===== src/pkg/pif2_pkg.sv =====
// shared constants and types for the second peripheral flag block
package pif2_pkg;
	// ------------------------------------------------------------
	// bus geometry
	// ------------------------------------------------------------
	localparam int ADDR_W = 8;
	localparam int DATA_W = 32;
	localparam int FLAG_W = 8;
	localparam int CTRL_W = 3;

	// ------------------------------------------------------------
	// register byte offsets
	// ------------------------------------------------------------
	localparam logic [ADDR_W-1:0] OFF_FLAGS = 8'h00;
	localparam logic [ADDR_W-1:0] OFF_ENABLES = 8'h04;
	localparam logic [ADDR_W-1:0] OFF_CTRL = 8'h08;
	localparam logic [ADDR_W-1:0] OFF_STATUS = 8'h0C;
	localparam logic [ADDR_W-1:0] OFF_MASK = 8'h10;

	// ------------------------------------------------------------
	// flag bit positions, shared by flags, enables, status, mask
	// ------------------------------------------------------------
	localparam int BIT_OSC_FAIL = 7;
	localparam int BIT_CMP_CHANGE = 6;
	localparam int BIT_BUS_COLL = 3;
	localparam int BIT_VOLT_DET = 2;
	localparam int BIT_TIMER3_COUNT_OVF = 1;
	localparam int BIT_CCP2 = 0;

	// control register fields
	localparam int CTRL_PERIPH_EN = 0;
	localparam int CTRL_PRIO_EN = 1;
	localparam int CTRL_GLOBAL_EN = 2;

	// ------------------------------------------------------------
	// masks and reset values
	// ------------------------------------------------------------
	localparam logic [FLAG_W-1:0] FLAG_IMPL_MASK = 8'hCF;
	localparam logic [FLAG_W-1:0] FLAG_RESET = 8'h00;
	localparam logic [CTRL_W-1:0] CTRL_RESET = 3'h0;
	localparam logic [DATA_W-FLAG_W-1:0] READ_PAD = 24'h000000;
	localparam logic [DATA_W-CTRL_W-1:0] CTRL_PAD = 29'h00000000;
	localparam logic [1:0] RESP_OKAY = 2'h0;
	localparam logic [1:0] RESP_SLVERR = 2'h2;

	// ------------------------------------------------------------
	// enumerations
	// ------------------------------------------------------------
	typedef enum logic [1:0] {
		CCP_OFF = 2'b00,
		CCP_CAPTURE = 2'b01,
		CCP_COMPARE = 2'b10,
		CCP_PWM = 2'b11
	} pif2_ccp_mode_t;

	typedef enum logic {
		WR_COLLECT = 1'b0,
		WR_RESP = 1'b1
	} pif2_wr_state_t;

	typedef enum logic {
		RD_IDLE = 1'b0,
		RD_DATA = 1'b1
	} pif2_rd_state_t;
endpackage : pif2_pkg


===== src/pkg/pif2_flag_if.sv =====
// connection between the bus front end and the flag bank
`timescale 1ns/1ps
interface pif2_flag_if;
	logic [pif2_pkg::FLAG_W-1:0] set;
	logic wr_en;
	logic [pif2_pkg::FLAG_W-1:0] wr_data;
	logic [pif2_pkg::FLAG_W-1:0] flags;

	modport bank (
		input set,
		input wr_en,
		input wr_data,
		output flags
	);
	modport ctl (
		output set,
		output wr_en,
		output wr_data,
		input flags
	);
endinterface : pif2_flag_if


===== src/hdl/pif2_flag_bank.sv =====
// per-bit sticky flag storage with software write access
`timescale 1ns/1ps
module pif2_flag_bank (
	input wire logic aclk,
	input wire logic aresetn,
	pif2_flag_if.bank fi
);
	// ------------------------------------------------------------
	// one sticky cell per implemented bit
	// ------------------------------------------------------------
	genvar gi;
	generate
		for (gi = 0; gi < pif2_pkg::FLAG_W; gi++) begin : g_bit
			logic bit_reg;
			logic bit_next;
			if (pif2_pkg::FLAG_IMPL_MASK[gi]) begin : g_impl
				// set beats a same-cycle software clear
				always_comb begin
					bit_next = fi.wr_en ? fi.wr_data[gi] : bit_reg;
					if (fi.set[gi]) begin
						bit_next = 1'b1;
					end
				end
			end else begin : g_unimpl
				// unused positions ignore writes, read zero
				always_comb begin
					bit_next = 1'b0;
				end
			end
			always_ff @(posedge aclk) begin
				if (!aresetn) begin
					bit_reg <= 1'b0;
				end else begin
					bit_reg <= bit_next;
				end
			end
			assign fi.flags[gi] = bit_reg;
		end
	endgenerate
endmodule : pif2_flag_bank


===== src/hdl/pif2_top.sv =====
// second peripheral interrupt flag register with AXI4-Lite access
//
// Function
// - Oscillator failure with switch-over sets a flag held until cleared.
// - A comparator change sets a flag held until software writes zero.
// - A voltage detector trip sets the flag held in bit 2.
// - Capture mode: a timer 1 capture sets the ccp2 flag until cleared.
// - Compare mode: a timer 1 match sets the ccp2 flag until cleared.
// - In pulse-width mode no event sets the capture/compare 2 flag.
// - Priority off: no request unless the peripheral global enable is set.
// - Flags set on their condition whatever the enables are.
`timescale 1ns/1ps
module pif2_top (
	input wire logic aclk,
	input wire logic aresetn,
	input wire logic [pif2_pkg::ADDR_W-1:0] s_axi_awaddr,
	input wire logic s_axi_awvalid,
	output logic s_axi_awready,
	input wire logic [pif2_pkg::DATA_W-1:0] s_axi_wdata,
	input wire logic [3:0] s_axi_wstrb,
	input wire logic s_axi_wvalid,
	output logic s_axi_wready,
	output logic [1:0] s_axi_bresp,
	output logic s_axi_bvalid,
	input wire logic s_axi_bready,
	input wire logic [pif2_pkg::ADDR_W-1:0] s_axi_araddr,
	input wire logic s_axi_arvalid,
	output logic s_axi_arready,
	output logic [pif2_pkg::DATA_W-1:0] s_axi_rdata,
	output logic [1:0] s_axi_rresp,
	output logic s_axi_rvalid,
	input wire logic s_axi_rready,
	input wire logic osc_fail_event,
	input wire logic comparator_change_event,
	input wire logic bus_collision_event,
	input wire logic voltage_trip_event,
	input wire logic timer3_overflow_event,
	input wire logic ccp2_capture_event,
	input wire logic ccp2_compare_event,
	input wire logic [1:0] ccp2_mode,
	output logic peripheral_int_request,
	output logic irq
);
	pif2_flag_if fi ();
	// ------------------------------------------------------------
	// state
	// ------------------------------------------------------------
	pif2_pkg::pif2_wr_state_t wr_state_reg, wr_state_next;
	pif2_pkg::pif2_rd_state_t rd_state_reg, rd_state_next;
	logic aw_have_reg, aw_have_next;
	logic w_have_reg, w_have_next;
	logic [pif2_pkg::ADDR_W-1:0] waddr_reg, waddr_next;
	logic [pif2_pkg::DATA_W-1:0] wdata_reg, wdata_next;
	logic wstrb0_reg, wstrb0_next;
	logic [1:0] bresp_reg, bresp_next;
	logic [pif2_pkg::DATA_W-1:0] rdata_reg, rdata_next;
	logic [1:0] rresp_reg, rresp_next;
	logic [pif2_pkg::FLAG_W-1:0] enables_reg, enables_next;
	logic [pif2_pkg::FLAG_W-1:0] status_reg, status_next;
	logic [pif2_pkg::FLAG_W-1:0] mask_reg, mask_next;
	logic [pif2_pkg::CTRL_W-1:0] ctrl_reg, ctrl_next;
	logic do_write;
	logic wr_hit;
	logic [pif2_pkg::FLAG_W-1:0] set_vec;
	logic any_pending;
	// ------------------------------------------------------------
	// condition capture
	// ------------------------------------------------------------
	// enables are not consulted here so that polling works
	always_comb begin
		set_vec = '0;
		set_vec[pif2_pkg::BIT_OSC_FAIL] = osc_fail_event;
		set_vec[pif2_pkg::BIT_CMP_CHANGE] = comparator_change_event;
		set_vec[pif2_pkg::BIT_BUS_COLL] = bus_collision_event;
		set_vec[pif2_pkg::BIT_VOLT_DET] = voltage_trip_event;
		set_vec[pif2_pkg::BIT_TIMER3_COUNT_OVF] = timer3_overflow_event;
		// pwm mode matches neither arm, so the flag stays idle
		set_vec[pif2_pkg::BIT_CCP2] =
			(ccp2_mode == pif2_pkg::CCP_CAPTURE && ccp2_capture_event) ||
			(ccp2_mode == pif2_pkg::CCP_COMPARE && ccp2_compare_event);
	end
	assign fi.set = set_vec;
	assign fi.wr_en = do_write && wstrb0_reg && waddr_reg == pif2_pkg::OFF_FLAGS;
	assign fi.wr_data = wdata_reg[pif2_pkg::FLAG_W-1:0];
	pif2_flag_bank u_bank (
		.aclk(aclk),
		.aresetn(aresetn),
		.fi(fi)
	);
	// ------------------------------------------------------------
	// request gating
	// ------------------------------------------------------------
	// priority scheme on bypasses the peripheral global enable
	assign any_pending = |(fi.flags & enables_reg);
	assign peripheral_int_request = any_pending &&
		ctrl_reg[pif2_pkg::CTRL_GLOBAL_EN] &&
		(ctrl_reg[pif2_pkg::CTRL_PRIO_EN] ||
		ctrl_reg[pif2_pkg::CTRL_PERIPH_EN]);
	assign irq = |(status_reg & mask_reg);
	// ------------------------------------------------------------
	// write channel handshakes
	// ------------------------------------------------------------
	assign s_axi_awready = wr_state_reg == pif2_pkg::WR_COLLECT && !aw_have_reg;
	assign s_axi_wready = wr_state_reg == pif2_pkg::WR_COLLECT && !w_have_reg;
	assign s_axi_bvalid = wr_state_reg == pif2_pkg::WR_RESP;
	assign s_axi_bresp = bresp_reg;
	assign do_write = wr_state_reg == pif2_pkg::WR_COLLECT &&
		aw_have_reg && w_have_reg;
	assign wr_hit = waddr_reg == pif2_pkg::OFF_FLAGS ||
		waddr_reg == pif2_pkg::OFF_ENABLES ||
		waddr_reg == pif2_pkg::OFF_CTRL ||
		waddr_reg == pif2_pkg::OFF_STATUS ||
		waddr_reg == pif2_pkg::OFF_MASK;
	// address and data may arrive in either order
	always_comb begin
		wr_state_next = wr_state_reg;
		aw_have_next = aw_have_reg;
		w_have_next = w_have_reg;
		waddr_next = waddr_reg;
		wdata_next = wdata_reg;
		wstrb0_next = wstrb0_reg;
		bresp_next = bresp_reg;
		if (s_axi_awvalid && s_axi_awready) begin
			aw_have_next = 1'b1;
			waddr_next = s_axi_awaddr;
		end
		if (s_axi_wvalid && s_axi_wready) begin
			w_have_next = 1'b1;
			wdata_next = s_axi_wdata;
			wstrb0_next = s_axi_wstrb[0];
		end
		case (wr_state_reg)
			pif2_pkg::WR_COLLECT: begin
				if (do_write) begin
					aw_have_next = 1'b0;
					w_have_next = 1'b0;
					bresp_next = wr_hit ? pif2_pkg::RESP_OKAY :
						pif2_pkg::RESP_SLVERR;
					wr_state_next = pif2_pkg::WR_RESP;
				end
			end
			pif2_pkg::WR_RESP: begin
				if (s_axi_bready) begin
					wr_state_next = pif2_pkg::WR_COLLECT;
				end
			end
			default: begin
				wr_state_next = pif2_pkg::WR_COLLECT;
			end
		endcase
	end
	// ------------------------------------------------------------
	// software registers
	// ------------------------------------------------------------
	// status is write-one-to-clear; a new event beats the clear
	always_comb begin
		enables_next = enables_reg;
		mask_next = mask_reg;
		ctrl_next = ctrl_reg;
		status_next = status_reg;
		if (do_write && wstrb0_reg) begin
			case (waddr_reg)
				pif2_pkg::OFF_ENABLES: begin
					enables_next = wdata_reg[pif2_pkg::FLAG_W-1:0] &
						pif2_pkg::FLAG_IMPL_MASK;
				end
				pif2_pkg::OFF_MASK: begin
					mask_next = wdata_reg[pif2_pkg::FLAG_W-1:0] &
						pif2_pkg::FLAG_IMPL_MASK;
				end
				pif2_pkg::OFF_CTRL: begin
					ctrl_next = wdata_reg[pif2_pkg::CTRL_W-1:0];
				end
				pif2_pkg::OFF_STATUS: begin
					status_next = status_reg &
						~wdata_reg[pif2_pkg::FLAG_W-1:0];
				end
				default: ctrl_next = ctrl_reg;
			endcase
		end
		status_next = status_next | set_vec;
	end
	// ------------------------------------------------------------
	// read channel
	// ------------------------------------------------------------
	assign s_axi_arready = rd_state_reg == pif2_pkg::RD_IDLE;
	assign s_axi_rvalid = rd_state_reg == pif2_pkg::RD_DATA;
	assign s_axi_rdata = rdata_reg;
	assign s_axi_rresp = rresp_reg;
	// unmapped reads answer zero with a slave error
	always_comb begin
		rd_state_next = rd_state_reg;
		rdata_next = rdata_reg;
		rresp_next = rresp_reg;
		case (rd_state_reg)
			pif2_pkg::RD_IDLE: begin
				if (s_axi_arvalid) begin
					rd_state_next = pif2_pkg::RD_DATA;
					rresp_next = pif2_pkg::RESP_OKAY;
					case (s_axi_araddr)
						pif2_pkg::OFF_FLAGS: begin
							rdata_next = {pif2_pkg::READ_PAD, fi.flags};
						end
						pif2_pkg::OFF_ENABLES: begin
							rdata_next = {pif2_pkg::READ_PAD, enables_reg};
						end
						pif2_pkg::OFF_CTRL: begin
							rdata_next = {pif2_pkg::CTRL_PAD, ctrl_reg};
						end
						pif2_pkg::OFF_STATUS: begin
							rdata_next = {pif2_pkg::READ_PAD, status_reg};
						end
						pif2_pkg::OFF_MASK: begin
							rdata_next = {pif2_pkg::READ_PAD, mask_reg};
						end
						default: begin
							rdata_next = '0;
							rresp_next = pif2_pkg::RESP_SLVERR;
						end
					endcase
				end
			end
			pif2_pkg::RD_DATA: begin
				if (s_axi_rready) begin
					rd_state_next = pif2_pkg::RD_IDLE;
				end
			end
			default: begin
				rd_state_next = pif2_pkg::RD_IDLE;
			end
		endcase
	end
	// ------------------------------------------------------------
	// state registers
	// ------------------------------------------------------------
	always_ff @(posedge aclk) begin
		if (!aresetn) begin
			wr_state_reg <= pif2_pkg::WR_COLLECT;
			rd_state_reg <= pif2_pkg::RD_IDLE;
			aw_have_reg <= 1'b0;
			w_have_reg <= 1'b0;
			waddr_reg <= '0;
			wdata_reg <= '0;
			wstrb0_reg <= 1'b0;
			bresp_reg <= pif2_pkg::RESP_OKAY;
			rdata_reg <= '0;
			rresp_reg <= pif2_pkg::RESP_OKAY;
			enables_reg <= pif2_pkg::FLAG_RESET;
			status_reg <= pif2_pkg::FLAG_RESET;
			mask_reg <= pif2_pkg::FLAG_RESET;
			ctrl_reg <= pif2_pkg::CTRL_RESET;
		end else begin
			wr_state_reg <= wr_state_next;
			rd_state_reg <= rd_state_next;
			aw_have_reg <= aw_have_next;
			w_have_reg <= w_have_next;
			waddr_reg <= waddr_next;
			wdata_reg <= wdata_next;
			wstrb0_reg <= wstrb0_next;
			bresp_reg <= bresp_next;
			rdata_reg <= rdata_next;
			rresp_reg <= rresp_next;
			enables_reg <= enables_next;
			status_reg <= status_next;
			mask_reg <= mask_next;
			ctrl_reg <= ctrl_next;
		end
	end
endmodule : pif2_top


===== config.mk =====
export PLATFORM = sky130hd
export DESIGN_NAME = pif2_top
export DESIGN_NICKNAME = d
export VERILOG_FILES = /design/src/pkg/pif2_pkg.sv /design/src/pkg/pif2_flag_if.sv /design/src/hdl/pif2_flag_bank.sv /design/src/hdl/pif2_top.sv
export SDC_FILE = /design/constraint.sdc
export NUM_CORES = 1
export LEC_CHECK = 0
export BUFFER_PORTS_ARGS = -buffer_cell sky130_fd_sc_hd__buf_4
export CAP_MARGIN = 20
export CORE_ASPECT_RATIO = 0.75
export CORE_MARGIN = 2
export CORE_UTILIZATION = 49
export DETAILED_ROUTE_END_ITERATION = 10
export PLACE_DENSITY = 0.8
export SLEW_MARGIN = 20
export SYNTH_ARGS = -nofsm -noshare
export SYNTH_HDL_FRONTEND = slang
export SYNTH_HIERARCHICAL = 1
export SYNTH_SLANG_ARGS = --single-unit

===== constraint.sdc =====
create_clock -name aclk -period 2.1 [get_ports aclk]
set_input_delay 0.21 -clock aclk [delete_from_list [all_inputs] [get_ports aclk]]
set_output_delay 0.21 -clock aclk [all_outputs]
set_load 0.01 [all_outputs]

Yosys cells after proc, flatten, opt, wreduce, memory -nomap -nowiden
Cells that the tools add are included.
Widths: inputs -> output; s select.
{"block": "totals", "out_inout_bits": 43, "in_bits": 68, "ff_bits": 86}
{"block": "classes", "reduce_logical": 36, "n_eq_ne": 10, "n_bitwise": 7, "n_mux": 29}
{"operator": "$pmux 8 s5", "count": 1}
{"operator": "$eq 8x4->1 const B", "count": 4}
{"operator": "$and 8x8->8", "count": 3}
{"operator": "$mux 1", "count": 22}
{"operator": "$eq 8x3->1 const B", "count": 2}
{"operator": "$eq 8x5->1 const B", "count": 2}
{"operator": "$logic_not 8->1", "count": 2}
{"operator": "$mux 8", "count": 2}
{"operator": "$reduce_or 8->1", "count": 2}
{"operator": "$logic_and 1x1->1", "count": 12}
{"operator": "$reduce_bool 2->1", "count": 6}
{"operator": "$reduce_and 2->1", "count": 5}
{"operator": "$not 8->8", "count": 1}
{"operator": "$or 8x8->8", "count": 1}
{"operator": "$logic_or 1x1->1", "count": 6}
{"operator": "$reduce_or 5->1", "count": 1}
{"operator": "$mux 2", "count": 2}
{"operator": "$pmux 1 s2", "count": 2}
{"operator": "$eq 2x1->1 const B", "count": 1}
{"operator": "$eq 2x2->1 const B", "count": 1}
{"operator": "$logic_not 1->1", "count": 2}
{"operator": "$not 1->1", "count": 2}

Longest topological paths before layout
{"block": "depth", "depth_word": 7, "mapped_depth": 6, "depth_no_buf": 5}

Cells and area by module
The synthesis kept the hierarchy.
{"mod": "pif2_top", "seq_area_each_um2": 1081.0, "n_inst": 1, "area_per_inst_um2": 2606.2, "cells_per_inst": 302}
{"mod": "pif2_flag_bank", "seq_area_each_um2": 120.1, "n_inst": 1, "area_per_inst_um2": 330.3, "cells_per_inst": 28}

Worst setup path before layout
Ideal clock, no wire load.
{"block": "synth_timing", "path_type": "register to register", "startpoint": "reg wr_state_reg, in the netlist s_axi_bvalid", "endpoint": "reg u_bank.g_bit[1].bit_reg", "path_buffers": 1, "arrival_ns": 1.682, "slack_ns": 0.304, "path_stages_with_launch": 7, "period_less_slack_ns": 1.796, "cell_sequence": "dfxtp_1 nor4b_4 nand2_2 nor4b_1 buf_6 mux2_4 o21a_1"}
{"block": "synth_via", "elab_chain_cells": 6}
{"element": "start, declared", "line": "pif2_top.sv:48", "rtl": "pif2_pkg::pif2_wr_state_t wr_state_reg, wr_state_next;"}
{"element": "start signal, assigned", "line": "pif2_top.sv:238", "rtl": "wr_state_reg <= pif2_pkg::WR_COLLECT;"}
{"element": "start signal, assigned", "line": "pif2_top.sv:253", "rtl": "wr_state_reg <= wr_state_next;"}
{"element": "$not 1->1"}
{"element": "$logic_and 1x1->1", "line": "pif2_top.sv:107", "rtl": "assign do_write = wr_state_reg == pif2_pkg::WR_COLLECT &&"}
{"element": "$logic_and 1x1->1", "line": "pif2_top.sv:108", "rtl": "aw_have_reg && w_have_reg;"}
{"element": "$logic_and 1x1->1 (2 in a row)", "line": "pif2_top.sv:83", "rtl": "assign fi.wr_en = do_write && wstrb0_reg && waddr_reg == pif2_pkg::OFF_FLAGS;"}
{"element": "net fi.wr_en", "line": "pif2_flag_if.sv:5", "rtl": "logic wr_en;"}
{"element": "$reduce_bool 2->1 (no line)"}
{"element": "end signal, assigned", "line": "pif2_flag_bank.sv:34", "rtl": "bit_reg <= bit_next;"}
{"element": "end, declared", "line": "pif2_flag_bank.sv:14", "rtl": "logic bit_reg;"}
The timed path passes the listed nets, and every way through them passes these cells.
A chain may end at the register's enable or synchronous reset.

Final worst setup path
{"block": "layout_timing", "startpoint": "reg wr_state_reg, in the netlist s_axi_bvalid", "endpoint": "reg u_bank.g_bit[2].bit_reg"}
{"block": "layout_via", "elab_chain_cells": 6}
{"element": "$not 1->1"}
{"element": "$logic_and 1x1->1", "line": "pif2_top.sv:107"}
{"element": "$logic_and 1x1->1", "line": "pif2_top.sv:108"}
{"element": "$logic_and 1x1->1 (2 in a row)", "line": "pif2_top.sv:83"}
{"element": "net fi.wr_en", "line": "pif2_flag_if.sv:5"}
{"element": "$reduce_bool 2->1 (no line)"}
{"element": "end signal, assigned", "line": "pif2_flag_bank.sv:34"}
{"element": "end, declared", "line": "pif2_flag_bank.sv:14"}
The timed path passes the listed nets, and every way through them passes these cells.

==> flow_summary.yaml <==
logic_synthesis:
  syn-cell-area_mm2: 0.002937
  synth_edf_count: 0
  synth_cell_type_count: 45
  ys_async_sr_fraction: 0
  ys_ff_latch: 60
  yosysTopAreaCell: "dfxtp_1"
  yosysSeqAreaShare: 0.4090
  synth-main-ff-cell: "dfxtp_1"
  synth_top_area_share: 0.4090
  ys_top_cells_by_area: "dfxtp_1 (41%), buf_4 (8.9%), nand2_1 (6.9%), a21boi_0 (4.9%), o21ai_0 (3.4%)"
  avgSynthCellArea_um2: 8.899
  netlist_instances: 330
  ys.warnings.count: 6
floorplanning:
  core-area_mm2: 0.005796
  dieWidth_um: 93.39
  dieArea_mm2: 0.006635
  core.rowCount: 24
  die_h_um: 71.05
  io_pins: 111
  initial_core_util: 0.5067
setup_path:
  crit_required_ns: 2.33
  cp_top_family: "simple AND/OR/NAND/NOR gates"
  crit_buf_inv: 1
  startpoint_type: "flip-flop"
  max_stage_delay_ns: 0.39
  crit_type: "reg -> reg"
  cpMaxStageDelayCell: "dfxtp_1"
  path_max_fanout: 7
  end_kind: "flip-flop"
  crit_chain: "nor4b_4, nand2_2, nor4b_2, buf_4, mux2_4, o21a_1"
  arrival_ns: 2.18
placed_design:
  place.gp.congestion: 0.8670
  dp.cells: 445
  io_buffer_count: 57
  dp_hpwl_mm: 4.652
timing:
  period_minus_slack_ns: 1.945
  min_period_over_period: 0.9264
  fin_setup_tns_ns: 0
  fmax_mhz: 514.0
  setup-violations-final: 0
  rsz0062_at_grt: "false"
  clock_skew_ns: 0.004204
  relSlewSlack: 0.6310
  worst_pin_slew_ns: 0.5524
  drv_slew: 0
  hold_viol_final: 0
  hold_slack_ns: 0.1002
flow_run:
  drv_cap: 0
clock_network:
  cts-root-buf: "clkbuf_8"
  clock_latency_ns: 0.33
  cts_hold_buf: 0
  cts_sinks: 60
  post_cts_resized: 0
  numCtsBuffers: 9
  htree_num_levels: 3
  cts_tree: "yes"
  clk_pin_slew_ns: 0.06
  post-cts-setup-buffers: 0
  clockBufferDepth: 2
power_and_ir_drop:
  peakVddDrop_mv: 0.4115
  p_total_uw: 2391
  power_leakage_uw: 0.001444
  power.density_mw_per_mm2: 698.6
global_route:
  grt-ovfl-total: 0
  grt_max_degree: 59
  grt_first_pass_wirelength_mm: 9.929
  antenna_found_initial: 0
  grt.total_usage: 0.1939
  grt_pass1_vias: 2063
cells_and_area:
  fill_cells: 510
  area_delta_synth_final_pct: 16.57
  drive_gt1_frac: 0.2350
  fin_nets: 446
  utilization: 0.5907
  instances_no_fill: 461
  antenna_cells: 0
drt:
  routed_wl_mm: 6.248
  drtIter0Drc: 184
  ant_nets: 0
  dr.pass1.iters: 4
  wl_per_cell_um: 13.55
  drc: 0
  num_vias: 2391
  avgViaCountPerCell: 5.187
worst_hold_path:
  hp-class: "in -> reg"
run_status:
  status: "finished, final reports clean"
==> cells in the final DEF (no fill, tap or decap), drive strengths merged <==
master,instances
o211a,1
a22oi,9
and3b,1
nand3b,2
and4,1
mux2i,6
nor2,5
o21ai,26
mux2,9
nor4bb,1
o21a,6
clkbuf,14
nand4,1
clkinv,2
inv,9
nand2b,1
nor3b,2
a31oi,8
and2,2
a21boi,19
nand3,18
a32o,2
nand2,55
nor2b,8
a21oi,4
buf,61
nor4b,3
a41oi,1
a21o,2
a22o,3
nor3,1
conb,28
dfxtp,60
nor4,1
a32oi,6
or2,1
o2bb2ai,3
nand4bb,1
==> power breakdown <==
part | internal [uW] | switching (uW)
registers | 1190 | 55.2
clock network | 458 | 405
logic | 140 | 146
==> layout make-up <==
class	count	area, um2	area share
multi-input combinational	237	1470	0.4295
sequential	60	1201	0.3509
timing repair buffer	61	457.9	0.1338
clock buffer	14	152.6	0.04459
tap	78	97.59	0.02851
inverter	9	33.78	0.009868
clock inverter	2	10.01	0.002924
==> logic make-up (layout without fill, tap and decap cells) <==
logic type,count (synthesis),count (layout),share of synthesized area
AO/OA/AOI/OAI,90,90,0.2092
buffers and inverters,59,86,0.1257
flip-flops,60,60,0.4090
multiplexers,15,15,0.06263
other,2,28,0.002557
AND/OR/NAND/NOR,104,104,0.1909
==> per-layer routing <==
| metal | global-route usage | vias to the layer above | part of all wire |
|---|---|---|---|
| li1 | - | 1202 | - |
| met1 | 0.2797 | 1093 | 0.48 |
| met2 | 0.2726 | 88 | 0.42 |
| met3 | 0.07455 | 8 | 0.087 |
| met4 | 0.04902 | 0 | 0.011 |
| met5 | 0 | - | 0 |
==> stage by stage <==
stage               worst slack (ns)  area [um2]
floorplan                     0.3036        3034
global placement              0.2207        3261
detailed placement            0.1738        3261
CTS                           0.1491        3423
global route                0.002702        3423
finish                        0.1546        3423
==> path summary, 6_finish.rpt <==
kind | end | startpoint | cells past startpoint | slack, ns
worst max register to register | u_bank/g_bit[2].bit_reg | s_axi_bvalid | 6 | 0.15
worst max-delay path | u_bank/g_bit[2].bit_reg | s_axi_bvalid | 6 | 0.15
worst min-delay path | u_bank/g_bit[3].bit_reg | bus_collision_event | 2 | 0.10
worst min register to register | status_reg[4] | wdata_reg[4] | 1 | 0.43
==> synth_stat cells (7+ instances only) <==
library cell	number
o21ai_0	20
inv_1	9
nand2_1	54
nor2b_1	8
buf_2	7
nand3_1	18
buf_4	35
a21boi_0	19
a22oi_1	9
a31oi_1	8
dfxtp_1	60
==> worst reg2reg max path, stage by stage (launching register included) <==
cell     delay [ns]
dfxtp_1        0.39
nor4b_4        0.33
nand2_2        0.13
nor4b_2        0.31
buf_4          0.22
mux2_4         0.31
o21a_1         0.16
Note: power is estimated with default switching activity, not from simulation.
